### src/common/rps_pkg.sv
// Constants, types and register map of the power and start-up sequencer
package rps_pkg;
	localparam int ADDR_W = 6;
	localparam int DATA_W = 8;
	localparam int CFG_W  = 5;

	// Register offsets
	localparam logic [5:0] A_PAGE   = 6'h00;
	localparam logic [5:0] A_CMD    = 6'h01;
	localparam logic [5:0] A_STATUS = 6'h05;
	localparam logic [5:0] A_CTRL   = 6'h09;
	localparam logic [5:0] A_TXCTL  = 6'h0A;
	localparam logic [5:0] CFG_LO   = 6'h10;
	localparam logic [5:0] CFG_HI   = 6'h2F;

	// Field positions
	localparam int CTRL_SLEEP = 4;
	localparam int CTRL_STBY  = 5;
	localparam int TX1_EN     = 0;
	localparam int TX2_EN     = 1;
	localparam int TX2_INV    = 3;
	localparam int RX_AUTO    = 4;
	localparam int ST_SLEEP   = 0;
	localparam int ST_STBY    = 1;
	localparam int ST_IFACE   = 2;
	localparam int ST_LINEAR  = 3;
	localparam int ST_RUN     = 4;

	// Reset values and codes
	localparam logic [7:0] TXCTL_RST   = 8'h00;
	localparam logic [7:0] PAGE_RST    = 8'h00;
	localparam logic [5:0] CMD_STARTUP = 6'h3F;
	localparam logic [5:0] CMD_IDLE    = 6'h00;
	localparam logic [7:0] PAGE_IFACE  = 8'h80;
	localparam logic [7:0] PAGE_LINEAR = 8'h00;

	// Counts in oscillator edges and number of configuration words
	localparam int RESET_CYC      = 512;
	localparam int INIT_CYC       = 128;
	localparam int SLEEP_EXIT_CYC = 512;
	localparam int STBY_EXIT_CYC  = 4;
	localparam int CFG_WORDS      = 32;

	// Least hold time of the power-down pin, kept by the far side
	localparam int CLK_NS      = 20;
	localparam int T_PD_MIN_NS = 100000;
	localparam int PD_MIN_CYC  = (T_PD_MIN_NS + CLK_NS - 1) / CLK_NS;

	typedef enum logic [4:0] {
		S_PD   = 5'b00001,
		S_OSC  = 5'b00010,
		S_RST  = 5'b00100,
		S_INIT = 5'b01000,
		S_RUN  = 5'b10000
	} rps_seq_e;

	typedef struct packed {
		logic [5:0] addr;
		logic [7:0] wdata;
		logic       wr;
		logic       rd;
	} rps_bus_s;

	typedef struct packed {
		logic irq;
		logic irq_oe;
		logic aux;
		logic aux_oe;
		logic aux_serial;
		logic tx1;
		logic tx2;
	} rps_pins_s;
endpackage

### src/logic/rps_osc_cnt.sv
// Counter of qualified oscillator edges with a done flag
`timescale 1ns/1ps
module rps_osc_cnt #(
	parameter int LIMIT = 512,
	parameter int W     = $clog2(LIMIT + 1)
) (
	input  wire logic         sys_clk,
	input  wire logic         sys_rst,
	input  wire logic         clear,
	input  wire logic         tick,
	output logic [W-1:0]      cnt_q,
	output logic              done_q
);
	if (LIMIT < 1 || W < $clog2(LIMIT + 1)) begin : g_bad
		$error("rps_osc_cnt: LIMIT or W out of range");
	end

	always_ff @(posedge sys_clk) begin
		if (sys_rst || clear) begin
			cnt_q  <= '0;
			done_q <= 1'b0;
		end else if (tick && !done_q) begin
			cnt_q  <= cnt_q + W'(1);
			done_q <= (cnt_q == W'(LIMIT - 1));
		end
	end
endmodule // rps_osc_cnt

### src/logic/rps_cfg_mem.sv
// Configuration register bank with registered read and bypass
`timescale 1ns/1ps
module rps_cfg_mem #(
	parameter int DW    = 8,
	parameter int DEPTH = 32,
	parameter int AW    = 5
) (
	input  wire logic          sys_clk,
	input  wire logic          sys_rst,
	input  wire logic          we,
	input  wire logic [AW-1:0] waddr,
	input  wire logic [DW-1:0] wdata,
	input  wire logic          rd_en,
	input  wire logic [AW-1:0] raddr,
	input  wire logic          bypass,
	input  wire logic [DW-1:0] bypass_data,
	output logic [DW-1:0]      rdata_q
);
	logic [DW-1:0] mem [DEPTH];

	if (DEPTH > (1 << AW) || DEPTH < 1) begin : g_bad
		$error("rps_cfg_mem: DEPTH does not fit AW");
	end

	always_ff @(posedge sys_clk) begin
		if (we) begin
			mem[waddr] <= wdata;
		end
	end

	// Register data of the bank or of the small registers
	always_ff @(posedge sys_clk) begin
		if (sys_rst) begin
			rdata_q <= '0;
		end else if (rd_en) begin
			rdata_q <= bypass ? bypass_data : mem[raddr];
		end
	end
endmodule // rps_cfg_mem

### src/logic/rps_sequencer.sv
// Power modes and start-up sequence of the reader core
//
// Implementation choices: the address map and the strobed register port.
`timescale 1ns/1ps
// Functional notes
// Pin high: hard power-down, oscillator off, isolated.
// Power-down freezes irq, aux, serial, osc drive.
// Power-down tx one follows its enable.
// Power-down tx two high: enable, not inverted.
// Soft sleep bit stops oscillator buffer at once.
// Soft sleep indicated 512 edges after clear.
// Standby bit gates digital clock, oscillator runs.
// Standby leaves after four oscillator edges.
// Receiver auto sleep powers receiver only when busy.
// Far side holds pin high 100 us.
// Reset phase 512 edges presets registers.
// Init phase 128 edges copies config.
// Command reads 3Fh during start-up, then 00h.
// Host polls command, writes page 80h, 00h.
// Counters advance only on stable oscillator edges.
module rps_sequencer (
	input  wire logic                sys_clk,
	input  wire logic                sys_rst,
	input  wire logic                power_down_reset_pin,
	input  wire logic                osc_input_pin,
	input  wire logic                osc_stable,
	input  wire rps_pkg::rps_bus_s   bus_req,
	output logic [7:0]               bus_rdata,
	output logic [4:0]               nvm_addr_q,
	input  wire logic [7:0]          nvm_data,
	input  wire rps_pkg::rps_pins_s  func_pins,
	input  wire logic                rx_busy,
	output rps_pkg::rps_pins_s       pins_q,
	output logic                     osc_drive_pin_q,
	output logic                     osc_buf_en_q,
	output logic                     clk_buf_en_q,
	output logic                     sink_en_q,
	output logic                     rx_power_en_q
);
	rps_pkg::rps_seq_e state_q;
	rps_pkg::rps_seq_e state_d;
	logic       osc_prev_q;
	logic       osc_tick;
	logic       sleep_req_q;
	logic       sleep_act_q;
	logic       stby_req_q;
	logic       stby_act_q;
	logic [7:0] txctl_q;
	logic [7:0] page_q;
	logic       iface_ok_q;
	logic       linear_q;
	logic [5:0] cmd_q;
	logic       in_pd;
	logic       in_run;
	logic       wr_run;
	logic       rd_ok;
	logic       cfg_hit;
	logic [5:0] cfg_off;
	logic       init_wr;
	logic [7:0] reg_rdata;
	logic [9:0] rst_cnt;
	logic       rst_done;
	logic [7:0] init_cnt;
	logic       init_done;
	logic [9:0] sl_cnt;
	logic       sl_done;
	logic [2:0] sb_cnt;
	logic       sb_done;

	assign in_pd   = (state_q == rps_pkg::S_PD);
	assign in_run  = (state_q == rps_pkg::S_RUN);
	assign wr_run  = bus_req.wr && in_run;
	assign rd_ok   = bus_req.rd && !in_pd;
	assign cfg_hit = (bus_req.addr >= rps_pkg::CFG_LO)
		&& (bus_req.addr <= rps_pkg::CFG_HI);
	assign cfg_off = bus_req.addr - rps_pkg::CFG_LO;

	// Edges seen only from a running, stable oscillator
	always_ff @(posedge sys_clk) begin
		if (sys_rst) begin
			osc_prev_q <= 1'b0;
		end else begin
			osc_prev_q <= osc_input_pin;
		end
	end
	assign osc_tick = osc_stable && osc_buf_en_q && !in_pd
		&& osc_input_pin && !osc_prev_q;

	always_comb begin
		state_d = state_q;
		case (state_q)
			rps_pkg::S_PD: begin
				if (!power_down_reset_pin) state_d = rps_pkg::S_OSC;
			end
			rps_pkg::S_OSC: begin
				if (osc_stable) state_d = rps_pkg::S_RST;
			end
			rps_pkg::S_RST: begin
				if (rst_done) state_d = rps_pkg::S_INIT;
			end
			rps_pkg::S_INIT: begin
				if (init_done) state_d = rps_pkg::S_RUN;
			end
			rps_pkg::S_RUN: state_d = rps_pkg::S_RUN;
			default: state_d = rps_pkg::S_PD;
		endcase
		if (power_down_reset_pin) begin
			state_d = rps_pkg::S_PD;
		end
	end

	always_ff @(posedge sys_clk) begin
		if (sys_rst) begin
			state_q <= rps_pkg::S_PD;
		end else begin
			state_q <= state_d;
		end
	end

	rps_osc_cnt #(.LIMIT(rps_pkg::RESET_CYC)) u_rst_cnt (
		.sys_clk (sys_clk),
		.sys_rst (sys_rst),
		.clear   (state_q != rps_pkg::S_RST),
		.tick    (osc_tick),
		.cnt_q   (rst_cnt),
		.done_q  (rst_done)
	);

	rps_osc_cnt #(.LIMIT(rps_pkg::INIT_CYC)) u_init_cnt (
		.sys_clk (sys_clk),
		.sys_rst (sys_rst),
		.clear   (state_q != rps_pkg::S_INIT),
		.tick    (osc_tick),
		.cnt_q   (init_cnt),
		.done_q  (init_done)
	);

	rps_osc_cnt #(.LIMIT(rps_pkg::SLEEP_EXIT_CYC)) u_sl_cnt (
		.sys_clk (sys_clk),
		.sys_rst (sys_rst),
		.clear   (!(sleep_act_q && !sleep_req_q)),
		.tick    (osc_tick),
		.cnt_q   (sl_cnt),
		.done_q  (sl_done)
	);

	rps_osc_cnt #(.LIMIT(rps_pkg::STBY_EXIT_CYC)) u_sb_cnt (
		.sys_clk (sys_clk),
		.sys_rst (sys_rst),
		.clear   (!(stby_act_q && !stby_req_q)),
		.tick    (osc_tick),
		.cnt_q   (sb_cnt),
		.done_q  (sb_done)
	);

	// Soft sleep: request from software, indication until exit done
	always_ff @(posedge sys_clk) begin
		if (sys_rst || state_q == rps_pkg::S_RST) begin
			sleep_req_q <= 1'b0;
			sleep_act_q <= 1'b0;
		end else if (wr_run && bus_req.addr == rps_pkg::A_CTRL) begin
			sleep_req_q <= bus_req.wdata[rps_pkg::CTRL_SLEEP];
			if (bus_req.wdata[rps_pkg::CTRL_SLEEP]) begin
				sleep_act_q <= 1'b1;
			end else if (sl_done) begin
				sleep_act_q <= 1'b0;
			end
		end else if (sl_done) begin
			sleep_act_q <= 1'b0;
		end
	end

	// Standby: same scheme with a short exit
	always_ff @(posedge sys_clk) begin
		if (sys_rst || state_q == rps_pkg::S_RST) begin
			stby_req_q <= 1'b0;
			stby_act_q <= 1'b0;
		end else if (wr_run && bus_req.addr == rps_pkg::A_CTRL) begin
			stby_req_q <= bus_req.wdata[rps_pkg::CTRL_STBY];
			if (bus_req.wdata[rps_pkg::CTRL_STBY]) begin
				stby_act_q <= 1'b1;
			end else if (sb_done) begin
				stby_act_q <= 1'b0;
			end
		end else if (sb_done) begin
			stby_act_q <= 1'b0;
		end
	end

	// Transmitter and receiver control, preset in the reset phase
	always_ff @(posedge sys_clk) begin
		if (sys_rst || state_q == rps_pkg::S_RST) begin
			txctl_q <= rps_pkg::TXCTL_RST;
		end else if (wr_run && bus_req.addr == rps_pkg::A_TXCTL) begin
			txctl_q <= bus_req.wdata;
		end
	end

	// Interface type handshake of the host
	always_ff @(posedge sys_clk) begin
		if (sys_rst || state_q == rps_pkg::S_RST) begin
			page_q     <= rps_pkg::PAGE_RST;
			iface_ok_q <= 1'b0;
			linear_q   <= 1'b0;
		end else if (wr_run && bus_req.addr == rps_pkg::A_PAGE) begin
			page_q <= bus_req.wdata;
			if (bus_req.wdata == rps_pkg::PAGE_IFACE) begin
				iface_ok_q <= 1'b1;
				linear_q   <= 1'b0;
			end else if (bus_req.wdata == rps_pkg::PAGE_LINEAR
				&& iface_ok_q) begin
				linear_q <= 1'b1;
			end
		end
	end

	// Command value: start-up code until idle
	always_ff @(posedge sys_clk) begin
		if (sys_rst) begin
			cmd_q <= rps_pkg::CMD_STARTUP;
		end else if (state_q == rps_pkg::S_INIT && init_done) begin
			cmd_q <= rps_pkg::CMD_IDLE;
		end else if (!in_run) begin
			cmd_q <= rps_pkg::CMD_STARTUP;
		end else if (wr_run && bus_req.addr == rps_pkg::A_CMD) begin
			cmd_q <= bus_req.wdata[5:0];
		end
	end

	// Configuration copy, one word per oscillator edge
	assign init_wr = (state_q == rps_pkg::S_INIT) && osc_tick
		&& (init_cnt < 8'(rps_pkg::CFG_WORDS));

	always_ff @(posedge sys_clk) begin
		if (sys_rst) begin
			nvm_addr_q <= '0;
		end else begin
			nvm_addr_q <= init_cnt[4:0];
		end
	end

	always_comb begin
		reg_rdata = 8'h00;
		case (bus_req.addr)
			rps_pkg::A_PAGE: reg_rdata = page_q;
			rps_pkg::A_CMD: reg_rdata = {2'b00, cmd_q};
			rps_pkg::A_TXCTL: reg_rdata = txctl_q;
			rps_pkg::A_CTRL: begin
				reg_rdata[rps_pkg::CTRL_SLEEP] = sleep_act_q;
				reg_rdata[rps_pkg::CTRL_STBY]  = stby_act_q;
			end
			rps_pkg::A_STATUS: begin
				reg_rdata[rps_pkg::ST_SLEEP]  = sleep_act_q;
				reg_rdata[rps_pkg::ST_STBY]   = stby_act_q;
				reg_rdata[rps_pkg::ST_IFACE]  = iface_ok_q;
				reg_rdata[rps_pkg::ST_LINEAR] = linear_q;
				reg_rdata[rps_pkg::ST_RUN]    = in_run;
			end
			default: reg_rdata = 8'h00;
		endcase
	end

	rps_cfg_mem #(
		.DW    (rps_pkg::DATA_W),
		.DEPTH (rps_pkg::CFG_WORDS),
		.AW    (rps_pkg::CFG_W)
	) u_cfg_mem (
		.sys_clk     (sys_clk),
		.sys_rst     (sys_rst),
		.we          (init_wr || (wr_run && cfg_hit)),
		.waddr       (init_wr ? nvm_addr_q : cfg_off[4:0]),
		.wdata       (init_wr ? nvm_data : bus_req.wdata),
		.rd_en       (rd_ok),
		.raddr       (cfg_off[4:0]),
		.bypass      (!cfg_hit),
		.bypass_data (reg_rdata),
		.rdata_q     (bus_rdata)
	);

	// Pin outputs: forced in power-down, held while asleep
	always_ff @(posedge sys_clk) begin
		if (sys_rst) begin
			pins_q <= '0;
		end else if (in_pd) begin
			pins_q.irq        <= 1'b0;
			pins_q.irq_oe     <= 1'b0;
			pins_q.aux        <= 1'b0;
			pins_q.aux_oe     <= 1'b0;
			pins_q.aux_serial <= 1'b0;
			pins_q.tx1 <= txctl_q[rps_pkg::TX1_EN];
			pins_q.tx2 <= txctl_q[rps_pkg::TX2_EN]
				&& !txctl_q[rps_pkg::TX2_INV];
		end else if (!sleep_act_q && !stby_act_q) begin
			pins_q <= func_pins;
		end
	end

	always_ff @(posedge sys_clk) begin
		if (sys_rst) begin
			osc_drive_pin_q <= 1'b1;
		end else if (in_pd) begin
			osc_drive_pin_q <= 1'b1;
		end else if (osc_buf_en_q) begin
			osc_drive_pin_q <= !osc_input_pin;
		end
	end

	// Analog enables
	always_ff @(posedge sys_clk) begin
		if (sys_rst) begin
			osc_buf_en_q  <= 1'b0;
			clk_buf_en_q  <= 1'b0;
			sink_en_q     <= 1'b0;
			rx_power_en_q <= 1'b0;
		end else begin
			osc_buf_en_q <= !in_pd && !power_down_reset_pin
				&& !sleep_req_q;
			clk_buf_en_q <= !in_pd && !sleep_act_q && !stby_act_q;
			sink_en_q    <= !in_pd && !sleep_act_q && !stby_act_q;
			rx_power_en_q <= !in_pd && !sleep_act_q
				&& (!txctl_q[rps_pkg::RX_AUTO] || rx_busy);
		end
	end

	a_pd_entry: assert property (@(posedge sys_clk) disable iff (sys_rst)
		power_down_reset_pin |=> in_pd ##1 (!osc_buf_en_q && !sink_en_q))
		else $error("power-down not entered");
	a_pd_freeze: assert property (@(posedge sys_clk) disable iff (sys_rst)
		in_pd |=> !pins_q.irq_oe && !pins_q.aux_oe && !pins_q.aux_serial
			&& osc_drive_pin_q)
		else $error("pins not frozen in power-down");
	a_pd_tx_one: assert property (@(posedge sys_clk) disable iff (sys_rst)
		in_pd |=> pins_q.tx1 == $past(txctl_q[rps_pkg::TX1_EN]))
		else $error("tx one wrong in power-down");
	a_pd_tx_two: assert property (@(posedge sys_clk) disable iff (sys_rst)
		in_pd |=> pins_q.tx2 == $past(txctl_q[rps_pkg::TX2_EN]
			&& !txctl_q[rps_pkg::TX2_INV]))
		else $error("tx two wrong in power-down");
	a_sleep_enter: assert property (@(posedge sys_clk) disable iff (sys_rst)
		wr_run && bus_req.addr == rps_pkg::A_CTRL
			&& bus_req.wdata[rps_pkg::CTRL_SLEEP] && !power_down_reset_pin
		|=> sleep_act_q ##1 !osc_buf_en_q)
		else $error("soft sleep not entered");
	a_sleep_exit: assert property (@(posedge sys_clk) disable iff (sys_rst)
		$fell(sleep_act_q) && in_run |-> $past(sl_cnt) == rps_pkg::SLEEP_EXIT_CYC)
		else $error("soft sleep left early");
	a_stby_clk: assert property (@(posedge sys_clk) disable iff (sys_rst)
		stby_act_q && !power_down_reset_pin |=> !clk_buf_en_q && osc_buf_en_q
			== $past(!in_pd && !sleep_req_q))
		else $error("standby clock gating wrong");
	a_stby_exit: assert property (@(posedge sys_clk) disable iff (sys_rst)
		$fell(stby_act_q) && in_run |-> $past(sb_cnt) == rps_pkg::STBY_EXIT_CYC)
		else $error("standby left early");
	a_rx_power: assert property (@(posedge sys_clk) disable iff (sys_rst)
		in_run && !sleep_act_q && !txctl_q[rps_pkg::RX_AUTO] |=> rx_power_en_q)
		else $error("receiver powered down without auto mode");
	a_reset_len: assert property (@(posedge sys_clk) disable iff (sys_rst)
		$rose(state_q == rps_pkg::S_INIT) |-> $past(rst_cnt) == rps_pkg::RESET_CYC)
		else $error("reset phase length wrong");
	a_init_len: assert property (@(posedge sys_clk) disable iff (sys_rst)
		$rose(in_run) |-> $past(init_cnt) == rps_pkg::INIT_CYC
			&& cmd_q == rps_pkg::CMD_IDLE)
		else $error("init phase length or idle code wrong");
	a_cmd_start: assert property (@(posedge sys_clk) disable iff (sys_rst)
		state_q == rps_pkg::S_RST || state_q == rps_pkg::S_INIT
		|-> cmd_q == rps_pkg::CMD_STARTUP)
		else $error("start-up command value wrong");
	a_osc_gate: assert property (@(posedge sys_clk) disable iff (sys_rst)
		!osc_stable |=> $stable(rst_cnt) || rst_cnt == '0)
		else $error("counter advanced without oscillator");
endmodule // rps_sequencer

### config.mk
export PLATFORM = sky130hd
export DESIGN_NAME = rps_sequencer
export DESIGN_NICKNAME = d
export VERILOG_FILES = /design/src/common/rps_pkg.sv /design/src/logic/rps_osc_cnt.sv /design/src/logic/rps_cfg_mem.sv /design/src/logic/rps_sequencer.sv
export SDC_FILE = /design/constraint.sdc
export NUM_CORES = 1
export LEC_CHECK = 0
export BUFFER_PORTS_ARGS = -buffer_cell sky130_fd_sc_hd__clkbuf_2
export CORE_ASPECT_RATIO = 0.5
export CORE_UTILIZATION = 51
export DETAILED_ROUTE_END_ITERATION = 16
export PLACE_DENSITY = 0.7
export SLEW_MARGIN = 15
export SYNTH_ARGS = -nofsm -noshare
export SYNTH_HDL_FRONTEND = slang
export SYNTH_HIERARCHICAL = 1
export SYNTH_SLANG_ARGS = --single-unit
### constraint.sdc
create_clock -name sys_clk -period 3.9 [get_ports sys_clk]
set_input_delay 0.39 -clock sys_clk [delete_from_list [all_inputs] [get_ports sys_clk]]
set_output_delay 0.39 -clock sys_clk [all_outputs]
set_load 0.005 [all_outputs]
======== Yosys cells after proc, flatten, opt, wreduce, memory -nomap -nowiden ========
Memories as Yosys holds them, arrays and structs flattened.
Cells that the tools add are included.
Widths: inputs -> output; s select.
storage, ports and cells
  bits in writable memories ............... 256
  register bits ........................... 93
  memories kept ........................... 1
  bits of input ports ..................... 37
  word-level logic and storage cells ...... 148
operators by class
  $add $sub $neg .......................... 5
  equality and inequality tests ........... 20
  reduce and logical (&&, ||, !) cells .... 61
  multiplexer cells ....................... 26
  magnitude comparators ................... 3
memory list
  memory         words  bits a word  rd ports  clocked after Yosys merged registers in  write ports  RTL line           text
  u_cfg_mem.mem  32     8            1         0                                        1            rps_cfg_mem.sv:19  logic [DW-1:0] mem [DEPTH];
operators with widths
  cell                   count
  $logic_and 1x1->1      29
  $pmux 5 s5             1
  $add 10x1->10 const B  2
  $eq 10x9->1 const B    2
  $mux 5                 4
  $mux 6                 3
  $logic_not 1->1        16
  $mux 8                 2
  $pmux 4 s4             1
  $eq 6x4->1 const B     2
  $mux 1                 10
  $add 8x1->8 const B    1
  $eq 8x7->1 const B     1
  $eq 8x8->1 const B     1
  $logic_not 8->1        1
  $lt 8x6->1 const B     1
  $logic_or 1x1->1       7
  $eq 6x1->1 const B     1
  $eq 6x3->1 const B     1
  $ge 6x5->1 const B     1
  $le 6x6->1 const B     1
  $logic_not 6->1        1
  $eq 5x1->1 const B     1
  $eq 5x2->1 const B     1
  19 further kinds       24

======== Longest topological paths before layout ========
Gate-level depths: netlist of the first run.
  depth in word-level cells ............... 10
  depth in mapped cells ................... 10
  mapped depth without buffers ............ 9

======== By module ========
Netlist of the first run, hierarchy kept.
by module, submodules not included
  module                        area an instance (um2)  seq. area each (um2)  cells each  instances
  rps_cfg_mem                   10,627.7                7,847.5               557         1
  rps_sequencer                 2,432.3                 1,001.0               271         1
  rps_osc_cnt at u_rst_cnt ...  505.5                   220.2                 55          2
  rps_osc_cnt at u_init_cnt     417.9                   180.2                 45          1
  rps_osc_cnt at u_sb_cnt       182.7                   80.1                  16          1

======== Least setup slack after synthesis of the first run ========
No wires, ideal clock.
  kind .................................... reg-to-reg
  start ................................... register state_q[1]
  end ..................................... memory u_cfg_mem.mem[18][0] (enable)
  path buffers ............................ 2
  clock period less this slack ............ 3,413 ps
  arrival ................................. 3,043 ps
  stages on the path, launching flop included .. 9
  data required time ...................... 3,529 ps
  setup slack ............................. 487 ps
  path through ............................ dfxtp_1 buf_2 nor2_1 a31oi_1 nand3b_1 buf_6 mux2_2 or3b_2 nor2_1
between the ends
  longest elaborated chain between the ends .. 10
  elaborated cells between the ends (all ways) .. 15
  those cells by class .................... eq/ne: 3; mux: 3; reduce/logical: 9
ends and longest elaborated chain
  what                               RTL line              text
  start: declaration                 rps_sequencer.sv:40   rps_pkg::rps_seq_e state_q;
  start signal: assignment           rps_sequencer.sv:114  state_q <= rps_pkg::S_PD;
  start signal: assignment           rps_sequencer.sv:116  state_q <= state_d;
  $eq 5x1->1 *                       rps_sequencer.sv:70   assign in_pd = (state_q == rps_pkg::S_PD);
  $logic_not 1->1 *                  rps_sequencer.sv:86   assign osc_tick = osc_stable && osc_buf_en_q && !in_pd
  $logic_and 1x1->1 *                rps_sequencer.sv:86
  $logic_and 1x1->1 * (2 in series)  rps_sequencer.sv:87   && osc_input_pin && !osc_prev_q;
  named net osc_tick                 rps_sequencer.sv:43   logic osc_tick;
  $logic_and 1x1->1 *                rps_sequencer.sv:231  assign init_wr = (state_q == rps_pkg::S_INIT) && osc_tick
  $logic_and 1x1->1 *                rps_sequencer.sv:232  && (init_cnt < 8'(rps_pkg::CFG_WORDS));
  $logic_or 1x1->1                   rps_sequencer.sv:270  .we (init_wr || (wr_run && cfg_hit)),
  $mux 1                             rps_cfg_mem.sv:26     if (we) begin
  $mux 1 (implied by the code)       rps_cfg_mem.sv:27     mem[waddr] <= wdata;
  end: declaration                   rps_cfg_mem.sv:19
Mark *: on every way through the listed nets, which the timed path passes. The rest lies on a longest branch.

======== Final worst setup path of the first run ========
  start ................................... register state_q[4]
  end ..................................... memory u_cfg_mem.mem[12][3] (enable)
between the ends
  longest elaborated chain between the ends .. 10
  elaborated cells between the ends (all ways) .. 15
  those cells by class .................... eq/ne: 3; mux: 3; reduce/logical: 9
ends and longest elaborated chain
  what                             RTL line
  $eq 5x1->1                       rps_sequencer.sv:70
  $logic_not 1->1                  rps_sequencer.sv:86
  $logic_and 1x1->1                rps_sequencer.sv:86
  $logic_and 1x1->1 (2 in series)  rps_sequencer.sv:87
  $logic_and 1x1->1                rps_sequencer.sv:231
  $logic_and 1x1->1                rps_sequencer.sv:232
  $logic_or 1x1->1                 rps_sequencer.sv:270
  $mux 1                           rps_cfg_mem.sv:26
  $mux 1 (implied by the code)     rps_cfg_mem.sv:27
Several ways; a longest one is shown, not always the timed one.

==> flow_summary.json, run 1 <==
{
  "status": "finished, final reports clean",
  "pin_count": 62,
  "ir_worst_vdd_uv": 312,
  "grt_pass1_vias": 8592,
  "yosysWarnings": 6,
  "cp_common_cell": "nand3b_1",
  "hpwlAfterDp_um": 22300,
  "synthTopCellsByCount": "edfxtp_1 (256), dfxtp_1 (93), nor2_1 (87)",
  "syn_area_um2": 14700,
  "port_buffers": 61,
  "routed-wl-met2_um": 15400,
  "clkLatencyLatePin_ns": 0.59,
  "stdcell_count": 1460,
  "yosys.area.top_type": "edfxtp_1",
  "die-area_um2": 29500,
  "cts_buffers": 31,
  "grt_pass1_wl_um": 51200,
  "crit_required_ns": 4.12,
  "clkTransAtPathRegs_ns": 0.06,
  "grt_max_degree": 51,
  "setup_viol": 0,
  "cp_top_family": "simple AND/OR/NAND/NOR gates",
  "slew_viol_final": 0,
  "start_util_pct": 52.4,
  "slowest_delay_ns": 0.64,
  "synthFlopType": "edfxtp_1",
  "reg2regPathDepth": 7,
  "grt_usage_pct": 23.2,
  "row_count": 43,
  "slew_headroom_pct": 31.8,
  "synth_top_area_share_pct": 52.4,
  "cts_root_buf": "clkbuf_16",
  "maxUsedRoutingLayer": "met4",
  "holdPathStages": 3,
  "cellPowerDensity_nw_per_um2": 461,
  "chipWidth_um": 242,
  "drc": 0,
  "drt-total-wl_um": 34200,
  "core-area_um2": 28000,
  "p_leak_nw": 5.46,
  "synth-edff-count": 256,
  "vias": 8899,
  "ff2ff_setup_slack_ns": 0.46,
  "dpl.cell_count": 1404,
  "syn_inst": 999,
  "grt_overflow": 0,
  "hold_end": "pins_q[6]",
  "skew_ns": 0.0272,
  "wirelength_met1_um": 14900,
  "slowest_stage": "or3b_2",
  "clk_path_buf_depth": 3,
  "setup_tns_ns": 0,
  "regArea_um2": 9550,
  "n_antenna_cell": 0,
  "ys_types": 68,
  "cts.repair.resized": 0,
  "cts_num_sinks": 349,
  "rsz0062_at_grt": "no",
  "area_growth_pct": 10.4,
  "layout-drive-gt1-share_pct": 17.6,
  "htree_num_levels": 1,
  "avgSynthCellArea_um2": 14.7,
  "worstReg2RegStart": "state_q[4]",
  "min_period_ns": 3.44,
  "postCtsSetupBuffers": 0,
  "n_fill_cell": 2116,
  "path_class": "register to register",
  "dr.pass1.iters": 5,
  "worstSetupStartpointType": "register",
  "arrival_ns": 3.66,
  "cp_num_buf_inv": 1,
  "min_from": "func_pins[6]",
  "cts_tree": "done",
  "yosysMostFrequentCell": "edfxtp_1",
  "yosys-top-cells-area": "edfxtp_1 (52%), dfxtp_1 (13%), mux2i_1 (5.5%), mux4_2 (3.7%), mux4_1 (2.7%)",
  "viasPerCell": 6.10,
  "wl_met3_um": 2940,
  "hold_viol_final": 0,
  "gp_congestion": 0.864,
  "ys_async_sr_fraction_pct": 0,
  "crit_path_max_fanout": 14,
  "crit_chain": "nor3_1, nand3b_1, nand3b_1, buf_4, mux2_2, or3b_2, nor2_1",
  "min_path_type": "primary input to register",
  "r2r-end": "u_cfg_mem/mem[12][3]",
  "nets": 1098,
  "antenna_found_initial": 0,
  "max_freq_ghz": 0.291,
  "ctsHoldBuffers": 0,
  "wl_per_cell_um": 23.4,
  "synth_seq_cells": 349,
  "yosysSeqAreaShare_pct": 65.1,
  "syn_nets": 1042,
  "maxCapViolations": 0,
  "post-route-period-util_pct": 88.1,
  "tightest_slew_ns": 1.02,
  "crit_path_end_kind": "register",
  "die_y_um": 122,
  "ant_nets": 0,
  "multi_input_area_um2": 4710,
  "drtIter0Drc": 947
}
## state kept, by name (all words and copies together) (netlist names), 3 cells and up
name and flops:
cmd_q 6, page_q 8, u_init_cnt/cnt_q 8, nvm_addr_q 5, state_q 5, txctl_q 8
u_sb_cnt/cnt_q 3, u_cfg_mem/mem 256, u_sl_cnt/cnt_q 10, u_rst_cnt/cnt_q 10, pins_q 7, u_cfg_mem/rdata_q 8
## worst max-delay path by stage
stage | from | to | slack [ns] | cells after the start
after floorplan | state_q[1] | u_cfg_mem/mem[18][0] | 0.49 | 8
after global placement | state_q[1] | u_cfg_mem/mem[14][3] | 0.63 | 7
after detailed placement | state_q[4] | u_cfg_mem/mem[1][3] | 0.48 | 7
after CTS | state_q[4] | u_cfg_mem/mem[1][3] | 0.48 | 7
after global routing | state_q[4] | u_cfg_mem/mem[10][1] | 0.20 | 7
final | state_q[4] | u_cfg_mem/mem[12][3] | 0.46 | 7
## power by group
group          internal (mW)  switching (mW)  total (mW)
logic                  0.133           0.244       0.377
registers               3.99          0.0112        4.00
clock network           1.75            1.34        3.09
## final cells by class
| type | count | area share (%) |
|---|---|---|
| sequential | 349 | 58.9 |
| multi-input combinational | 588 | 29.1 |
| clock buffer | 42 | 5.31 |
| tap | 382 | 2.95 |
| timing repair buffer | 73 | 2.46 |
| clock inverter | 14 | 1.00 |
| inverter | 12 | 0.278 |
## worst min-delay path, cell delays in order
cell      delay (ns)
clkbuf_2        0.08
nand2_1         0.05
a21oi_1         0.05
## metal layers
layer | vias to the layer above | global-route usage, %
li1 | 4005 | -
met1 | 4475 | 32.0
met2 | 358 | 36.5
met3 | 61 | 6.12
met4 | 0 | 6.69
met5 | - | 0
## cells by family after synthesis
logic type / count (synthesis) / synth area share [%]
AO/OA/AOI/OAI: 159 / 7.59
XOR/XNOR: 8 / 0.478
adder cells (fa/ha/maj): 6 / 0.512
buffers and inverters: 62 / 2.81
flip-flops: 349 / 65.1
multiplexers: 133 / 12.9
AND/OR/NAND/NOR: 282 / 10.6
## through the flow
stage                     worst slack [ns]  power (mW)  util (%)  hold WS [ns]  instance area (µm²)
after floorplan                      0.487        4.32         -         0.439                14700
after global placement               0.631        4.45      54.3         0.447                15200
after detailed placement             0.481        4.46      54.3         0.464                15200
after CTS                            0.481        7.50      57.9        0.0302                16200
after global routing                 0.204        7.67      57.9        0.0378                16200
final                                0.463        7.47      57.9        0.0479                16200
## layout by cell type, fill, tap and decap left out, types with 17 or more instances in the layout
cell       synthesis  routed
mux2i_1           81      81
mux4_2            24      24
clkbuf_16          0      32
edfxtp_1         256     256
nor2_1            87      87
nor2b_1           26      26
nand3_1           17      17
nand2_1           35      35
o21ai_0           29      29
a21oi_1           39      39
dfxtp_1           93      93
clkbuf_2           0      60
a22oi_1           20      20
Note: power is estimated with default switching activity, not from simulation.
==> run 2: changes to the inputs <==
- ABC_AREA: not set -> 1
- BUFFER_PORTS_ARGS: -buffer_cell sky130_fd_sc_hd__clkbuf_2 -> -buffer_cell sky130_fd_sc_hd__buf_4
==> run 2 against run 1 <==
Worst setup slack gained 0.047 ns. Global-route usage is 1.1 points higher. Clock-buffer cell count is 2 higher. Utilization is 0.53 points higher. Clock skew down 0.011 ns. Sequential power barely moved. Register-to-register slack improved by 0.05 ns. Cell area up 6.0%. Critical path depth unchanged. First-iteration DRC count up 16%. Area after synthesis increased by 5.5%. Critical endpoint is now u_cfg_mem/mem[21][2].
==> flow_summary.json, run 2 <==
{
  "cts_buffers": 31,
  "vias": 11300,
  "yosys-top-cells-area": "edfxtp_1 (50%), dfxtp_1 (12%), nand2_1 (11%), nand3_1 (6.3%), nor2_1 (4.6%)",
  "gp_congestion": 0.889,
  "cts_num_sinks": 349,
  "tightest_slew_ns": 0.964,
  "die-area_um2": 31100,
  "wl_per_cell_um": 17.5,
  "viasPerCell": 5.34,
  "slowest_delay_ns": 0.80,
  "final_cell_mix": "nand2_1 (473), edfxtp_1 (256), nand3_1 (196)",
  "slowest_stage": "nor2_1",
  "largest_reg_flops": 256,
  "start_util_pct": 52.6,
  "syn_inst": 1646,
  "ff2ff_setup_slack_ns": 0.51,
  "drtIter0Drc": 1095,
  "maxCapViolations": 0,
  "n_antenna_cell": 0,
  "grt_max_degree": 127,
  "min_path_type": "primary input to register",
  "crit_path_max_fanout": 14,
  "hold_viol_final": 0,
  "dpl.cell_count": 2056,
  "drt-total-wl_um": 36900,
  "path_class": "register to register",
  "post-route-period-util_pct": 86.9,
  "setup_slack_ns": 0.509,
  "die_y_um": 125,
  "top_register": "u_cfg_mem/mem",
  "dr.pass1.iters": 5,
  "clkLatencyLatePin_ns": 0.58,
  "clk_path_buf_depth": 3,
  "cts.repair.resized": 0,
  "htree_num_levels": 1,
  "rsz0062_at_grt": "no",
  "layout-drive-gt1-share_pct": 10.7,
  "row_count": 44,
  "pin_count": 62,
  "grt_pass1_wl_um": 58000,
  "min_period_ns": 3.39,
  "grt_pass1_vias": 10500,
  "ir_worst_vdd_uv": 230,
  "drc": 0,
  "max_freq_ghz": 0.295,
  "synth-edff-count": 256,
  "yosysWarnings": 6,
  "final_common_cell": "nand2_1",
  "avgSynthCellArea_um2": 9.40,
  "post-route-util_pct": 58.4,
  "nets": 1741,
  "syn_nets": 1689,
  "postCtsSetupBuffers": 0,
  "grt_usage_pct": 24.3,
  "cts_root_buf": "clkbuf_16",
  "ant_nets": 0,
  "chipWidth_um": 248,
  "syn_area_um2": 15500,
  "place_ws_ns": 0.598,
  "synthFlopType": "edfxtp_1",
  "skew_ns": 0.0165,
  "crit_chain": "nor2_4, nand3_2, nor3_4, nand2_2, o21ai_1, nand3_1, nor2_1",
  "yosysSeqAreaShare_pct": 61.7,
  "synth_seq_cells": 349,
  "worstSetupStartpointType": "register",
  "stdcell_count": 2113,
  "ctsHoldBuffers": 0,
  "slew_headroom_pct": 35.7,
  "grt_overflow": 0,
  "yosysMostFrequentCell": "nand2_1",
  "top_regs": "u_cfg_mem/mem: 256 flops, u_rst_cnt/cnt_q: 10 flops, u_sl_cnt/cnt_q: 10 flops",
  "ys_types": 39,
  "setup_tns_ns": 0,
  "yosys.area.top_type": "edfxtp_1",
  "synthTopCellsByCount": "nand2_1 (473), edfxtp_1 (256), nand3_1 (196)",
  "ys_async_sr_fraction_pct": 0,
  "crit_required_ns": 4.09,
  "slew_viol_final": 0,
  "port_buffers": 61,
  "hpwlAfterDp_um": 23600,
  "area_growth_pct": 11.0,
  "antenna_found_initial": 0,
  "arrival_ns": 3.58,
  "crit_path_end_kind": "register",
  "core-area_um2": 29400,
  "status": "finished, final reports clean",
  "setup_viol": 0,
  "cellPowerDensity_nw_per_um2": 439,
  "synth_top_area_share_pct": 49.7,
  "cts_tree": "done",
  "clkTransAtPathRegs_ns": 0.07,
  "p_leak_nw": 6.79
}
==> run 2: metal layers <==
metal	up-vias	global-route usage, %	part of all wire, %
met1	5306	34.9	44
met4	0	6.13	2.1
met3	59	4.62	7.9
met5	-	0	0
met2	379	38.2	46
li1	5530	-	-
==> run 2: worst max-delay path, delay by kind of cell (launching register included) <==
family / cells / cell delay [ns]
flops: 1 / 0.36
compound gates: 1 / 0.25
simple gates: 6 / 2.38
==> run 2: kinds of logic after synthesis <==
group	count (synthesis)	synth area share, %
AOI/OAI and AO/OA	132	4.91
buffers and inverters	237	6.99
and+or+nand+nor	922	25.9
DFF	349	61.7
adders and majority gates	6	0.485
==> run 2: power by group <==
group	switching, mW	internal [mW]	leakage, nW	total (mW)
Clock	1.32	1.77	0.510	3.09
Combinational	0.326	0.132	3.23	0.458
Sequential	0.0100	3.99	3.05	4.00
==> run 2: area by class of cell <==
cell class | instances | area, µm²
Clock buffer | 44 | 886
Multi-Input combinational cell | 1060 | 4850
Tap cell | 391 | 489
Clock inverter | 13 | 143
Fill cell | 2503 | 12200
Timing Repair Buffer | 81 | 608
Inverter | 175 | 662
Sequential cell | 349 | 9550
==> run 2: path summary, 6_finish.rpt <==
path                                      startpoint                   end  depth (start not counted)
worst min register to register              linear_q              linear_q                          2
worst min-delay path            power_down_reset_pin            state_q[0]                          3
worst max register to register            state_q[0]  u_cfg_mem/mem[21][2]                          7
worst max-delay path                      state_q[0]  u_cfg_mem/mem[21][2]                          7
==> run 2: stage by stage <==
stage	instance area, µm²	power (mW)	hold WS, ns
after CTS	17200	7.58	0.00713
after floorplan	15500	4.35	0.415
after global placement	16200	4.53	0.441
after detailed placement	16200	4.53	0.445
final	17200	7.55	0.0196
after global routing	17200	7.77	0.0279
==> run 3: changes to the inputs <==
- CORE_UTILIZATION: 51 -> 62
- PLACE_DENSITY: 0.7 -> 0.82
==> run 3 against run 2 <==
Clock skew is 0.00071 ns higher. Largest power group unchanged. Clock power is 12% higher. Largest cell class unchanged. Hold slack better by 0.025 ns. Combinational power is 1% higher. Cell area hardly changed.
==> flow_summary.json, run 3 (synthesized netlist as in run 2, its figures left out) <==
{
  "final_cell_mix": "nand2_1 (468), edfxtp_1 (256), nand3_1 (196)",
  "grt_usage_pct": 30.9,
  "worstSetupStartpointType": "register",
  "max_freq_ghz": 0.303,
  "clkLatencyLatePin_ns": 0.57,
  "path_class": "register to register",
  "skew_ns": 0.0172,
  "area_growth_pct": 10.9,
  "hold_viol_final": 0,
  "dr.pass1.iters": 8,
  "ff2ff_setup_slack_ns": 0.60,
  "gp_congestion": 0.928,
  "crit_path_max_fanout": 14,
  "largest_reg_flops": 256,
  "slew_viol_final": 0,
  "crit_required_ns": 4.09,
  "cts_buffers": 30,
  "post-route-period-util_pct": 84.5,
  "crit_path_end_kind": "register",
  "p_leak_nw": 6.79,
  "reg2regPathDepth": 9,
  "grt_pass1_vias": 11700,
  "viasPerCell": 5.92,
  "antenna_found_initial": 0,
  "dpl_cell_area_um2": 16000,
  "layout-drive-gt1-share_pct": 10.9,
  "pin_count": 62,
  "drtIter0Drc": 1784,
  "worstReg2RegStart": "u_init_cnt/cnt_q[7]",
  "setup_tns_ns": 0,
  "row_count": 40,
  "slew_headroom_pct": 22.0,
  "ir_worst_vdd_uv": 379,
  "port_buffers": 61,
  "postCtsSetupBuffers": 0,
  "cts_root_buf": "clkbuf_16",
  "start_util_pct": 63.9,
  "drc": 0,
  "min_from": "power_down_reset_pin",
  "r2r-end": "u_cfg_mem/mem[20][5]",
  "n_antenna_cell": 0,
  "die_y_um": 114,
  "nets": 1729,
  "hold_end": "state_q[0]",
  "core-area_um2": 24200,
  "vias": 12100,
  "min_path_type": "primary input to register",
  "grt_max_degree": 127,
  "top_register": "u_cfg_mem/mem",
  "ctsHoldBuffers": 0,
  "final_common_cell": "nand2_1",
  "final_cell_area_um2": 17200,
  "arrival_ns": 3.49,
  "rsz0062_at_grt": "no",
  "maxCapViolations": 0,
  "clkTransAtPathRegs_ns": 0.07,
  "top_regs": "u_cfg_mem/mem: 256 flops, u_rst_cnt/cnt_q: 10 flops, u_sl_cnt/cnt_q: 10 flops",
  "die-area_um2": 25600,
  "setup_viol": 0,
  "drt-total-wl_um": 39200,
  "cts_tree": "done",
  "wl_per_cell_um": 19.2,
  "grt_pass1_wl_um": 60500,
  "hpwlAfterDp_um": 24800,
  "tightest_slew_ns": 1.17,
  "cts_num_sinks": 349,
  "cts.repair.resized": 0,
  "ant_nets": 0,
  "htree_num_levels": 1,
  "grt_overflow": 0,
  "chipWidth_um": 225,
  "cellPowerDensity_nw_per_um2": 460,
  "status": "finished, final reports clean",
  "min_period_ns": 3.30,
  "clk_path_buf_depth": 3,
  "holdPathStages": 3
}
[run 3: worst max path at each step]
stage                        startpoint                    to  slack [ns]  depth (start not counted)
CTS                          state_q[0]  u_cfg_mem/mem[20][3]        0.70                         10
floorplan                    state_q[2]  u_cfg_mem/mem[30][0]        1.61                          9
detailed placement  u_init_cnt/cnt_q[7]  u_cfg_mem/mem[20][1]        0.79                          7
finish              u_init_cnt/cnt_q[7]  u_cfg_mem/mem[20][5]        0.60                          9
global route                 state_q[0]  u_cfg_mem/mem[20][3]        0.42                         10
global placement    u_init_cnt/cnt_q[7]  u_cfg_mem/mem[20][0]        0.91                          9
[run 3: area by class of cell]
cell class | count | area, µm²
clock buffer | 32 | 790
clock inverter | 24 | 363
fill | 1713 | 7060
inverter | 175 | 662
multi-input combinational | 1060 | 4860
sequential | 349 | 9550
tap | 336 | 420
timing repair buffer | 70 | 526
[run 3: per-layer routing]
metal  vias to the layer above  routed length (µm)  global-route usage [%]
li1                       5513                   -                       -
met1                      5651               14900                    40.4
met2                       830               18100                    49.9
met3                       128                4950                    8.29
met4                         0                1260                    11.7
met5                         -                   0                       0
[run 3: where the power goes]
part | switching [mW] | total, mW | internal (mW)
combinational | 0.336 | 0.463 | 0.127
clock | 1.38 | 3.45 | 2.07
sequential | 0.00890 | 4.00 | 3.99
[run 3: per-stage QoR]
stage	hold slack [ns]	total power, mW	worst slack (ns)	util [%]	std cells
6_report	0.0444	7.90	0.603	70.9	2046
5_1_grt	0.0468	8.08	0.423	70.9	2046
4_1_cts	0.0335	7.89	0.704	70.9	2046
3_5_place_dp	0.453	4.52	0.793	66.1	1990
3_3_place_gp	0.439	4.51	0.912	66.1	1990
2_1_floorplan	0.415	4.35	1.61	-	1646
[run 3: critical path, stage by stage, from the launching register on]
cell     delay, ns
dfxtp_1       0.34
or2_2         0.32
nor3_4        0.15
buf_4         0.21
nand2_2       0.18
nand2_1       0.11
nand2_1       0.09
inv_1         0.08
nand3_1       0.59
nor2_1        0.84
